===== config.mk =====
export PLATFORM = sky130hd
export DESIGN_NAME = input_route_ctrl
export DESIGN_NICKNAME = d
export VERILOG_FILES = /design/src/rtl/input_route_pkg.sv /design/src/rtl/level_sync.sv /design/src/rtl/input_route_ctrl.sv
export SDC_FILE = /design/constraint.sdc
export NUM_CORES = 1
export LEC_CHECK = 0
export BUFFER_PORTS_ARGS = -buffer_cell sky130_fd_sc_hd__buf_2
export CAP_MARGIN = 20
export CORE_ASPECT_RATIO = 0.8
export CORE_MARGIN = 8
export CORE_UTILIZATION = 50
export CTS_CLUSTER_DIAMETER = 150
export DETAILED_ROUTE_END_ITERATION = 16
export PLACE_DENSITY = 0.88
export SLEW_MARGIN = 20
export SYNTH_ARGS = -nofsm -noshare
export SYNTH_HDL_FRONTEND = slang
export SYNTH_SLANG_ARGS = --single-unit

===== constraint.sdc =====
create_clock -name sys_clk_in -period 2.75 [get_ports sys_clk_in]
set_input_delay 0.825 -clock sys_clk_in [delete_from_list [all_inputs] [get_ports sys_clk_in]]
set_output_delay 0.825 -clock sys_clk_in [all_outputs]
set_load 0.1 [all_outputs]

===== src/rtl/input_route_pkg.sv =====
// constants for the input routing, sleep and limp-home control block
// assumes a single 200 MHz clock and an APB register port
package input_route_pkg;
    localparam int NUM_CH = 8;
    localparam logic [7:0] ROUTE_A_RESET = 8'h04;
    localparam logic [7:0] ROUTE_B_RESET = 8'h08;
    localparam logic [7:0] ENABLE_RESET = 8'h00;
    localparam logic [11:0] ADDR_ENABLE = 12'h000;
    localparam logic [11:0] ADDR_ROUTE_A = 12'h004;
    localparam logic [11:0] ADDR_ROUTE_B = 12'h008;
    localparam logic [11:0] ADDR_LEVEL = 12'h00C;
    localparam logic [11:0] ADDR_STATUS = 12'h010;
    localparam logic [11:0] ADDR_DRIVE = 12'h014;
    localparam int LVL_A_BIT = 0;
    localparam int LVL_B_BIT = 1;
    localparam int ST_MODE_LSB = 0;
    localparam int ST_BLOCK_BIT = 2;
    localparam int ST_UV_EN_BIT = 3;
    localparam int ST_WINDOW_BIT = 4;
    localparam int RESTART_NS = 1000;
    localparam int CLK_PERIOD_NS = 5;
    localparam int RESTART_CYCLES = (RESTART_NS + CLK_PERIOD_NS - 1) / CLK_PERIOD_NS;
    typedef enum logic [1:0] {
        MODE_ACTIVE,
        MODE_SLEEP,
        MODE_LIMP
    } mode_t;
endpackage


===== src/rtl/level_sync.sv =====
// two-flop synchroniser for one level
// assumes input changes slowly against the clock
module level_sync #(
    // reset value, the idle level of the pin, so no false change follows reset
    parameter logic INIT = 1'b0
) (
    // clock and reset
    input wire logic clk_in,
    input wire logic rst_n_in,
    // data
    input wire logic d_in,
    output logic q_out
);
    logic stage;
    always_ff @(posedge clk_in or negedge rst_n_in) begin
        if (!rst_n_in) begin
            stage <= INIT;
            q_out <= INIT;
        end else begin
            stage <= d_in;
            q_out <= stage;
        end
    end
endmodule


===== src/rtl/input_route_ctrl.sv =====
// control-pin logic of an eight-channel low-side switch: input routing, sleep, limp home
// assumes an APB master on the same clock; supply monitors arrive as level inputs
//
// Summary of operation
// - after reset input a drives channel 2, input b drives channel 3
// - two writable route tables attach any channels to each direct input
// - channel drive is enable bit OR any routed direct input that is high
// - input levels readable whenever the port is not blocked, including limp home
// - request low with an input high enters limp home, default channels follow their inputs
// - request low with both inputs low enters sleep
// - request low returns all registers to defaults
// - in sleep the undervoltage detectors are disabled
// - in sleep serial transfers are refused, data output stays off
// - both supplies low: stages off, serial blocked, registers reset
// - logic supply low: serial blocked, registers reset
// - in low-battery window an off channel is not switched on
// - in low-battery window on channels stay on until switched off
// - with request low, default channels follow inputs without logic supply
// - in limp home a tripped routed channel restarts after restart time
module input_route_ctrl
    import input_route_pkg::*;
#(
    parameter int RESTART_COUNT = RESTART_CYCLES
) (
    // clock and reset
    input wire logic sys_clk_in,
    input wire logic reset_n_in,
    // control pins
    input wire logic direct_input_a_in,
    input wire logic direct_input_b_in,
    input wire logic low_power_request_n_in,
    input wire logic chip_select_low_in,
    // supply monitors, high while the supply is below its level
    input wire logic battery_undervoltage_in,
    input wire logic logic_undervoltage_in,
    input wire logic battery_window_in,
    // per-channel trip from the protection logic
    input wire logic [NUM_CH-1:0] channel_trip_in,
    // apb slave
    input wire logic psel_in,
    input wire logic penable_in,
    input wire logic pwrite_in,
    input wire logic [11:0] paddr_in,
    input wire logic [31:0] pwdata_in,
    output logic [31:0] prdata_out,
    output logic pready_out,
    output logic pslverr_out,
    // outputs
    output logic [NUM_CH-1:0] channel_drive_out,
    output logic serial_out_enable_out,
    output logic serial_blocked_out,
    output logic uv_detect_enable_out,
    output mode_t mode_out
);
    import input_route_pkg::*;

    localparam int CW = $clog2(RESTART_COUNT + 1);

    logic rst_meta, rst_n;
    logic in_a, in_b, req_n;
    logic [7:0] enable, route_a, route_b;
    logic [7:0] drive, next_drive, want, tripped;
    logic [CW-1:0] restart_cnt;
    mode_t mode, next_mode;
    logic reg_clear, blocked, apb_hit;

    always_ff @(posedge sys_clk_in or negedge reset_n_in) begin
        if (!reset_n_in) begin
            rst_meta <= 1'b0;
            rst_n <= 1'b0;
        end else begin
            rst_meta <= 1'b1;
            rst_n <= rst_meta;
        end
    end

    // direct inputs and request pass through two flops before any decision
    level_sync #(.INIT(1'b0)) sync_a (.clk_in(sys_clk_in), .rst_n_in(rst_n),
        .d_in(direct_input_a_in), .q_out(in_a));
    level_sync #(.INIT(1'b0)) sync_b (.clk_in(sys_clk_in), .rst_n_in(rst_n),
        .d_in(direct_input_b_in), .q_out(in_b));
    // request starts at its idle high level, else a short false sleep follows reset
    level_sync #(.INIT(1'b1)) sync_req (.clk_in(sys_clk_in), .rst_n_in(rst_n),
        .d_in(low_power_request_n_in), .q_out(req_n));

    // the host keeps the request stable long enough; no filtering here
    always_comb begin
        if (req_n) begin
            next_mode = MODE_ACTIVE;
        end else if (in_a || in_b) begin
            next_mode = MODE_LIMP;
        end else begin
            next_mode = MODE_SLEEP;
        end
    end

    always_ff @(posedge sys_clk_in or negedge rst_n) begin
        if (!rst_n) begin
            mode <= MODE_ACTIVE;
        end else begin
            mode <= next_mode;
        end
    end

    // request low or logic supply low resets the serial registers
    assign reg_clear = !req_n || logic_undervoltage_in;
    // sleep or logic undervoltage blocks the port
    assign blocked = (!req_n && !in_a && !in_b) || logic_undervoltage_in;
    assign apb_hit = psel_in && penable_in && !blocked;

    always_ff @(posedge sys_clk_in or negedge rst_n) begin
        if (!rst_n) begin
            enable <= ENABLE_RESET;
            route_a <= ROUTE_A_RESET;
            route_b <= ROUTE_B_RESET;
        end else if (reg_clear) begin
            enable <= ENABLE_RESET;
            route_a <= ROUTE_A_RESET;
            route_b <= ROUTE_B_RESET;
        end else if (apb_hit && pwrite_in) begin
            case (paddr_in)
                ADDR_ENABLE: begin
                    enable <= pwdata_in[7:0];
                end
                ADDR_ROUTE_A: begin
                    route_a <= pwdata_in[7:0];
                end
                ADDR_ROUTE_B: begin
                    route_b <= pwdata_in[7:0];
                end
                default: begin
                end
            endcase
        end
    end

    // apb answers every access in its first access cycle; blocked reads return zero
    always_ff @(posedge sys_clk_in or negedge rst_n) begin
        if (!rst_n) begin
            prdata_out <= 32'h0000_0000;
            pready_out <= 1'b0;
            pslverr_out <= 1'b0;
        end else begin
            pready_out <= psel_in && !penable_in;
            pslverr_out <= 1'b0;
            prdata_out <= 32'h0000_0000;
            if (psel_in && !penable_in) begin
                if (blocked) begin
                    pslverr_out <= 1'b1;
                end else begin
                    case (paddr_in)
                        ADDR_ENABLE: prdata_out <= {24'h000000, enable};
                        ADDR_ROUTE_A: prdata_out <= {24'h000000, route_a};
                        ADDR_ROUTE_B: prdata_out <= {24'h000000, route_b};
                        // input levels stay readable in limp home
                        ADDR_LEVEL: prdata_out <= {30'h0, in_b, in_a};
                        ADDR_STATUS: prdata_out <= {27'h0, battery_window_in,
                            uv_detect_enable_out, blocked, mode};
                        ADDR_DRIVE: prdata_out <= {24'h000000, drive};
                        default: pslverr_out <= 1'b1;
                    endcase
                end
            end
        end
    end

    // registers are at defaults in limp home, so routing gives default channels
    always_comb begin
        want = enable | (in_a ? route_a : 8'h00) | (in_b ? route_b : 8'h00);
        if (mode == MODE_LIMP || !req_n) begin
            // default channels follow inputs even without logic supply
            want = (in_a ? ROUTE_A_RESET : 8'h00) | (in_b ? ROUTE_B_RESET : 8'h00);
        end
        next_drive = want & ~tripped;
        if (battery_window_in) begin
            next_drive = next_drive & drive; // only keep or drop
        end
        if (battery_undervoltage_in && logic_undervoltage_in) begin
            next_drive = 8'h00;
        end
    end

    always_ff @(posedge sys_clk_in or negedge rst_n) begin
        if (!rst_n) begin
            drive <= 8'h00;
        end else begin
            drive <= next_drive;
        end
    end

    // trip latches a channel off; in limp home it retries after the restart time
    always_ff @(posedge sys_clk_in or negedge rst_n) begin
        if (!rst_n) begin
            tripped <= 8'h00;
            restart_cnt <= '0;
        end else begin
            if (mode == MODE_LIMP && tripped != 8'h00) begin
                if (restart_cnt == CW'(RESTART_COUNT - 1)) begin
                    tripped <= channel_trip_in;
                    restart_cnt <= '0;
                end else begin
                    tripped <= tripped | channel_trip_in;
                    restart_cnt <= restart_cnt + 1'b1;
                end
            end else if (reg_clear && mode != MODE_LIMP) begin
                tripped <= channel_trip_in;
                restart_cnt <= '0;
            end else begin
                tripped <= tripped | channel_trip_in;
                restart_cnt <= '0;
            end
        end
    end

    always_ff @(posedge sys_clk_in or negedge rst_n) begin
        if (!rst_n) begin
            channel_drive_out <= 8'h00;
            serial_out_enable_out <= 1'b0;
            serial_blocked_out <= 1'b1;
            uv_detect_enable_out <= 1'b1;
            mode_out <= MODE_ACTIVE;
        end else begin
            channel_drive_out <= next_drive;
            serial_out_enable_out <= !chip_select_low_in && !blocked;
            serial_blocked_out <= blocked;
            uv_detect_enable_out <= !(!req_n && !in_a && !in_b);
            mode_out <= next_mode;
        end
    end
endmodule


==> results of run 1 <==
==> cells in the mapped netlist (4+ instances only) <==
| cell type | n |
|---|---|
| buf_4 | 24 |
| a221oi_1 | 6 |
| inv_1 | 8 |
| a21o_1 | 8 |
| a22oi_1 | 7 |
| or2_2 | 4 |
| xor2_1 | 5 |
| a21oi_1 | 5 |
| dfstp_2 | 6 |
| nor2b_1 | 7 |
| nand3_1 | 5 |
| nand2_1 | 14 |
| a2111oi_0 | 8 |
| nor2_1 | 39 |
| dfrtp_1 | 65 |
| clkbuf_1 | 8 |
| nor4_1 | 4 |
| mux2i_1 | 29 |
==> cell type report <==
class                   instances  area (sq um)  area share
clock inverters                 6           109      0.0276
well taps                      84           105      0.0267
flip-flops and latches         71          1790       0.453
repair buffers                 70           383      0.0972
inverters                       8          30.0     0.00762
clock buffers                  10           128      0.0324
multi-input cells             211          1400       0.355
==> per-layer routing <==
| layer | track usage | routed length (um) | vias to the layer above |
|---|---|---|---|
| met5 | 0 | 0 | - |
| met4 | 0.0666 | 138 | 0 |
| met3 | 0.0648 | 843 | 22 |
| met2 | 0.271 | 3720 | 155 |
| met1 | 0.224 | 3370 | 1275 |
| li1 | - | - | 1163 |
==> sequential cells by signal (all words and copies together) (netlist names), 2 cells and up <==
name,flops
channel_drive_out,8
enable,8
mode_out,2
prdata_out,8
restart_cnt,8
route_a,8
route_b,8
tripped,8
==> kinds of logic (layout without fill, tap and decap cells) <==
| kind of cell | count (synthesis) | in the layout | synth area share |
|---|---|---|---|
| compound gates | 49 | 49 | 0.110 |
| xor+xnor | 6 | 6 | 0.0156 |
| fa+ha+maj | 1 | 1 | 0.00372 |
| buf+inv | 42 | 94 | 0.0782 |
| flops | 71 | 71 | 0.531 |
| mux | 32 | 32 | 0.0965 |
| other cells | 2 | 25 | 0.00224 |
| simple gates | 98 | 98 | 0.163 |
==> final timing paths <==
path | endpoint | slack, ps | cells past startpoint | start
max reg2reg | channel_drive_out[7] | 940 | 4 | mode_out[1]
min reg2reg | sync_b.q_out | 310 | 0 | rst_n
max | enable[3] | 570 | 6 | paddr_in[4]
min in group sys_clk_in | sync_b.q_out | 350 | 0 | sync_b.stage
min | rst_n | 250 | 1 | reset_n_in
max in group asynchronous | serial_blocked_out | 1740 | 1 | rst_n
==> power groups by stage <==
stage | Sequential (mW) | Combinational (mW) | Clock [mW]
global route | 1.11 | 0.339 | 1.05
finish | 1.10 | 0.323 | 0.989
floorplan | 1.16 | 0.234 | 0
CTS | 1.10 | 0.321 | 1.00
detailed placement | 1.12 | 0.320 | 0
global placement | 1.12 | 0.317 | 0
==> per-stage QoR <==
step,instance area [sq um],power [mW],util
2_1_floorplan,3450,1.40,-
3_3_place_gp,3700,1.44,0.575
3_5_place_dp,3700,1.44,0.575
4_1_cts,3940,2.43,0.612
5_1_grt,3940,2.49,0.612
6_report,3940,2.42,0.612
==> metrics.txt, run 1 <==
Non-Filler Instances 460; I/O pin cnt approximately 110; clock insertion delay at the later pin of the skew report approximately 340 ps; Final #Nets 436; Psw ~0.7 mW; worst path cell trace buf_2 -> or4bb_1 -> nor4_4 -> buf_4 -> mux2i_1 -> nor2_1; CTS tree done; slack of the critical path between 500 and 600 ps; sequential area share after synthesis 0.531; Fillers approximately 530; number of port buffers between 60 and 70; PwrDens about 610 nW/um^2; Worst Hold Margin 247 ps; Netlist cell types 44; vias between 2000 and 3000; Worst-Margin Slew 822 ps; Sw Share 0.285; EDFF count, synth 0; Die X around 110 um; peak supply drop 0.315 mV; initial antenna violation count 0; Setup-failing EPs final 0; largest net degree at the start of global routing 40; Chip Height about 89 um; Max Slew Vio Count 0; Post-Syn Area per Cell between 10 and 15 sq um; Iteration-0 DRC Markers 197; Seq pwr share 0.457; Longest Clk Path Bufs 2; Fin Setup TNS 0 ps; clk sink count 71; post-CTS sizing 0; commonest cells after routing, fill and taps aside 64 x dfrtp_1, 62 x buf_2, 39 x nor2_1; Post-DP HPWL approximately 6.1 mm; clk_skew 8.98 ps; Startpoint Class primary input; Worst Path Required about 3000 ps; post-synth top area cell dfrtp_1; antenna cell count 0; Final Hold Viols 0; total gr overflow 0; area grow syn2layout 17.2%; Via density around 5.7; H-Tree Depth 3; Cell Rows 26; kind of critical path in -> reg; peak fanout along the critical path 12; aggregate routed wire length about 8.1 mm; Syn Inst Count 301; Period minus WS final approximately 2200 ps; critical path endpoint category flip-flop; slowest CP cell or4bb_1; worst slack at placement roughly 230 ps; Synth Cell Area about 3400 sq um; Area contributors post-synth dfrtp_1 48%, mux2i_1 8.6%, buf_4 5.4%; dpl cells between 400 and 500; async set-reset flop share out of synthesis 1.00; Max Cap Viol 0; Comb pwr share 0.134; status completed; RSZ-0062 raised after global routing false; Initial Utilization 0.522; share of cells above drive strength 1 0.282; crit-path leading delay family simple AND/OR/NAND/NOR gates; routability cong. roughly 0.86; WP data arrival roughly 2400 ps; cts bufs inserted 9; worst min path class in -> async; GRT Resource Usage Total 0.177; # hold bufs at CTS 0; Yosys reg bits just over 70; Worst-path clk slew 70 ps; leakage 1.80 nW; Final Cycle Share 0.792; post-CTS setup buffer count 0; Core Box Area around 6400 sq um; ys flop type dfrtp_1; CP Buf/Inv Count 2; achievable clock frequency 0.459 GHz; most common cell after layout, fill and taps aside dfrtp_1; first-pass GRT wire length 13.1 mm; Yosys Warn Count 0; cell-internal power ~1.7 mW; vias in the first global route between 2000 and 3000; share of the synthesized area in the top cell type 0.484; clock root buffer clkbuf_8; drt pass-1 iters 6; die area about 9600 sq um; Worst slew margin 0.452; DRC Markers 0; clock network fraction of total power 0.409; Routed Antenna Nets 0; WL/cell 17.5 um; Largest stage delay, worst path slightly below 600 ps
No activity file was read; power rests on OpenSTA's default activity.
==> inputs of run 2 (changes only) <==
clock period = 2.15 ns   (was 2.75 ns; I/O delays follow)
==> run 2 against run 1 <==
Net effect:
- register-to-register slack got worse by 710 ps
- setup slack got worse by 380 ps
- clock skew fell by 0.69 ps
- cell count up 2.8%
- worst hold slack worse by 180 ps
- core utilization increased by 1.2 points
- routed wire length is 1.3% higher
- final area increased by 1.9%
- die area unchanged
==> metrics.txt, run 2 (same netlist as run 1, synthesis figures left out) <==
WL/cell 17.3 um (-1.5%); initial antenna violation count 1 (+1); clock root buffer clkbuf_8; Seq. cell area 1790 sq um (unchanged); # hold bufs at CTS 0 (unchanged); R2R setup slack 230 ps (-710 ps); cts bufs inserted 9 (unchanged); Comb pwr share 0.161 (+0.027); first-pass GRT wire length 13.2 mm (+0.47%); Setup-failing EPs final 0 (unchanged); peak supply drop 0.420 mV (+33%); Largest stage delay, worst path 540 ps (-50 ps); Fin Setup TNS 0 ps (unchanged); antenna cell count 0 (unchanged); routability cong. 0.872 (+0.94%); Cell Rows 26 (unchanged); Seq pwr share 0.513 (+0.056); Fillers 514 (-2.8%); clk sink count 71 (unchanged); clk_skew 8.30 ps (-0.686 ps); DRC Markers 0 (unchanged); Max Cap Viol 0 (unchanged); Startpoint Class flip-flop; H-Tree Depth 3 (unchanged); WP data arrival 1310 ps (-1070 ps); area grow syn2layout 19.5%; Psw 0.867 mW (+26%); Max Slew Vio Count 0 (unchanged); Worst Path Required 1500 ps (-1450 ps); most common cell after layout, fill and taps aside dfrtp_1; CTS tree done; vias 2596 (-0.73%); Die X 108 um (unchanged); achievable clock frequency ~0.5 GHz; post-CTS setup buffer count 0 (unchanged); Final Cycle Share 0.910; clock network fraction of total power 0.325 (-0.084); Worst-Margin Slew 580 ps (-243 ps); multi-input logic area 1410 sq um (+0.80%); share of cells above drive strength 1 0.311 (+0.0291); clock insertion delay at the later pin of the skew report 350 ps (about the same); Routed Antenna Nets 0 (unchanged); slack of the critical path 194 ps (-379 ps); vias in the first global route 2683 (+3.6%); GRT Resource Usage Total 0.177 (about the same); status completed; leakage 1.83 nW (+1.8%); post-CTS sizing 0 (unchanged); Period minus WS final about 2000 ps; Iteration-0 DRC Markers 174 (-12%); die area 9610 sq um (unchanged); RSZ-0062 raised after global routing false; Core Box Area 6440 sq um (unchanged); Final Util 0.623 (+0.0117); Longest Clk Path Bufs 2 (unchanged); CP Buf/Inv Count 1 (-1); Sw Share 0.317 (+0.0323); critical path endpoint category output pin; Initial Utilization 0.522 (unchanged); PwrDens 682 nW/um^2 (+11%); Final Hold Viols 0 (unchanged); worst min path class in -> async; crit-path leading delay family flip-flops; slowest CP cell dfstp_2; total gr overflow 0 (unchanged); worst slack at placement -94.1 ps (-322 ps); commonest cells after routing, fill and taps aside 64 x dfrtp_1, 62 x buf_2, 39 x nor2_1; drt pass-1 iters 4 (-2); cell-internal power 1.87 mW (+8.2%); Via density 5.49 (-3.5%); Final #Nets 449 (+3.0%); I/O pin cnt 111 (unchanged); Post-DP HPWL 6.43 mm (+6.1%); Worst-path clk slew 70 ps (about the same); kind of critical path reg -> out; worst path cell trace buf_2; Worst slew margin 0.604 (+0.152); Chip Height 89.3 um (unchanged); Pwr Total 2.74 mW (+13%); peak fanout along the critical path 2 (-10); largest net degree at the start of global routing 49 (+23%); number of port buffers 62 (unchanged); aggregate routed wire length 8.17 mm (+1.3%)
==> run 2: changes by cell type in the layout (fill, tap and decap cells not counted), sizes merged <==
cell,change
clkinvlp,+3
buf,+13
bufinv,-3
==> run 2: power groups by stage <==
stage / logic [mW] / registers (mW) / clock network [mW]
floorplan: 0.302 / 1.49 / 0
global placement: 0.431 / 1.43 / 0
detailed placement: 0.438 / 1.43 / 0
CTS: 0.439 / 1.40 / 0.909
global route: 0.465 / 1.41 / 0.970
finish: 0.441 / 1.40 / 0.891
==> run 2: final timing paths <==
kind,from,end,depth (start not counted)
worst max-delay path,uv_detect_enable_out,uv_detect_enable_out,1
worst min-delay path,reset_n_in,rst_n,1
worst max register to register,mode_out[1],channel_drive_out[0],4
worst min register to register,rst_n,route_a[4],0
max in group asynchronous,rst_n,uv_detect_enable_out,1
min in group sys_clk_in,rst_meta,rst_n,0
==> run 2: per-layer routing <==
metal | part of all wire | vias up | track usage | wire (um)
li1 | - | 1194 | - | -
met1 | 0.39 | 1241 | 0.208 | 3170
met2 | 0.47 | 145 | 0.294 | 3850
met3 | 0.12 | 14 | 0.0677 | 1020
met4 | 0.017 | 2 | 0.0540 | 136
met5 | 0.00098 | - | 0 | 8
==> run 2: final cells by class <==
cell class	instances	area share
clock inverter	6	0.00935
timing repair buffer	83	0.129
tap	84	0.0262
sequential	71	0.445
multi-input combinational	211	0.351
clock buffer	10	0.0318
inverter	8	0.00748
==> run 2: stage by stage <==
| step | hold WS (ps) | std cells | area, sq um |
|---|---|---|---|
| 3_5_place_dp | 238 | 457 | 3850 |
| 6_report | 66.7 | 473 | 4010 |
| 4_1_cts | 55.8 | 473 | 4010 |
| 5_1_grt | 52.7 | 473 | 4010 |
| 2_1_floorplan | 331 | 324 | 3470 |
| 3_3_place_gp | 235 | 457 | 3850 |
==> inputs of run 3 (changes only) <==
CORE_MARGIN = not set   (was 8)
==> run 3 against run 2 <==
Net effect:
- critical path depth stayed put
- largest cell class unchanged
- cell count increased by 0.21%
- critical path type unchanged
- largest power group unchanged
- highest routed layer is now met4
- routed wire length decreased by 5.9%
==> metrics.txt, run 3 (same netlist as run 1, synthesis figures left out) <==
DRC Markers 0 (unchanged); peak supply drop 0.423 mV (+0.79%); Startpoint Class flip-flop; Psw 0.868 mW (+0.12%); Period minus WS final 1960 ps (+2.07 ps); die area 7050 sq um (-27%); vias in the first global route 2518 (-6.1%); GRT Resource Usage Total 0.240 (+0.0634); Met2 Wirelength 3.68 mm (-4.4%); total gr overflow 0 (unchanged); commonest cells after routing, fill and taps aside 64 x dfrtp_1, 62 x buf_2, 39 x nor2_1; aggregate routed wire length 7.70 mm (-5.9%); RSZ-0062 raised after global routing false; met3 wire len 539 um (-47%); post-CTS setup buffer count 0 (unchanged); # hold bufs at CTS 0 (unchanged); cell-internal power 2.14 mW (+15%); worst min path class in -> async; clock network fraction of total power 0.388 (+0.063); Final Cycle Share 0.911 (+0.000962); Core Box Area 6440 sq um (unchanged); PwrDens 740 nW/um^2 (+8.6%); slack of the critical path 192 ps (-2.07 ps); Cell Rows 26 (unchanged); Max Slew Vio Count 0 (unchanged); initial antenna violation count 0 (-1); slowest CP cell dfstp_2; Worst slew margin 0.617 (+0.0135); M1 wire length 3.36 mm (+6.1%); leakage 1.86 nW (+1.7%); Worst-path clk slew 70 ps (about the same); post-CTS sizing 0 (unchanged); largest net degree at the start of global routing 27 (-45%); drt pass-1 iters 4 (unchanged); critical path endpoint category output pin; status completed; worst path cell trace buf_2; top layer in use met4; clk_skew 6.00 ps (-2.29 ps); share of cells above drive strength 1 0.313 (+0.00177); number of port buffers 62 (unchanged); worst slack at placement -108 ps (-14.0 ps); Comb pwr share 0.145 (-0.016); area grow syn2layout 21.0%; Longest Clk Path Bufs 2 (unchanged); Final Util 0.631 (+0.00816); WL/cell 16.2 um (-6.1%); Post-DP HPWL 5.81 mm (-9.8%); routability cong. 0.880 (+1.0%); achievable clock frequency 0.511 GHz (-0.11%); Fillers 507 (-1.4%); Seq pwr share 0.468 (-0.045); Worst Path Required 1500 ps (about the same); clk sink count 71 (unchanged); CP Buf/Inv Count 1 (unchanged); CTS tree done; kind of critical path reg -> out; Worst-Margin Slew 574 ps (-5.31 ps); Finished Cell Area 4070 sq um (+1.3%); clock root buffer clkbuf_8; Sw Share 0.288 (-0.0284); Chip Height 75.3 um (-16%); most common cell after layout, fill and taps aside dfrtp_1; Iteration-0 DRC Markers 236 (+36%); Final #Nets 450 (+0.22%); first-pass GRT wire length 12.3 mm (-6.2%); Die X 93.6 um (-13%); peak fanout along the critical path 2 (unchanged); Max Cap Viol 0 (unchanged); Final Hold Viols 0 (unchanged); cts bufs inserted 9 (unchanged); I/O pin cnt 111 (unchanged); clock insertion delay at the later pin of the skew report 350 ps (about the same); Via density 5.47 (-0.29%); Post-DP Area 3840 sq um (-0.13%); vias 2594 (-0.077%); Largest stage delay, worst path 540 ps (about the same); Routed Antenna Nets 0 (unchanged); H-Tree Depth 3 (unchanged); crit-path leading delay family flip-flops; Setup-failing EPs final 0 (unchanged); Initial Utilization 0.522 (unchanged); WP data arrival 1310 ps (about the same); antenna cell count 0 (unchanged)
[run 3: cell types whose count changed in the layout (fill, tap and decap cells not counted)]
cell	previous run	this run
buf_12	4	3
clkinv_4	0	1
buf_4	17	19
clkinvlp_4	3	1
bufinv_16	0	2
clkbuf_8	9	10
clkinv_2	3	1
[run 3: final cells by class]
cell class | instances | area, sq um | share of cell area
multi-input cells | 211 | 1410 | 0.347
inverters | 8 | 30.0 | 0.00738
repair buffers | 84 | 513 | 0.126
clock buffers | 11 | 141 | 0.0348
flip-flops and latches | 71 | 1790 | 0.439
well taps | 84 | 105 | 0.0258
clock inverters | 5 | 81.3 | 0.0200
[run 3: worst paths after layout]
check / depth (start not counted) / slack [ps] / from / end
setup / recovery: 1 / 190 / uv_detect_enable_out / uv_detect_enable_out
hold / removal: 1 / 70 / reset_n_in / rst_n
setup reg to reg: 4 / 340 / mode_out[1] / channel_drive_out[0]
hold reg to reg: 0 / 270 / rst_n / tripped[5]
max in group asynchronous: 1 / 1090 / rst_n / route_b[3]
min in group sys_clk_in: 0 / 360 / rst_meta / rst_n
[run 3: metrics by stage]
step / hold slack, ps / cells / total power, mW / TNS, ps
after floorplan: 331 / 324 / 1.79 / -1420
after global placement: 264 / 458 / 1.86 / -656
after detailed placement: 276 / 458 / 1.87 / -1440
after CTS: 56.2 / 474 / 3.03 / 0
after global routing: 44.0 / 474 / 3.12 / 0
final: 67.5 / 474 / 3.01 / 0
[run 3: metal layers]
layer,GRT usage,vias to the layer above
met5,0,-
met4,0.0974,0
met3,0.0778,13
met2,0.386,108
met1,0.308,1275
li1,-,1198
[run 3: power by group through the flow]
stage | Clock, mW | Combinational, mW | Sequential [mW]
4_1_cts | 1.18 | 0.435 | 1.41
5_1_grt | 1.25 | 0.460 | 1.41
6_report | 1.17 | 0.435 | 1.41
3_5_place_dp | 0 | 0.434 | 1.43
3_3_place_gp | 0 | 0.426 | 1.43
2_1_floorplan | 0 | 0.302 | 1.49
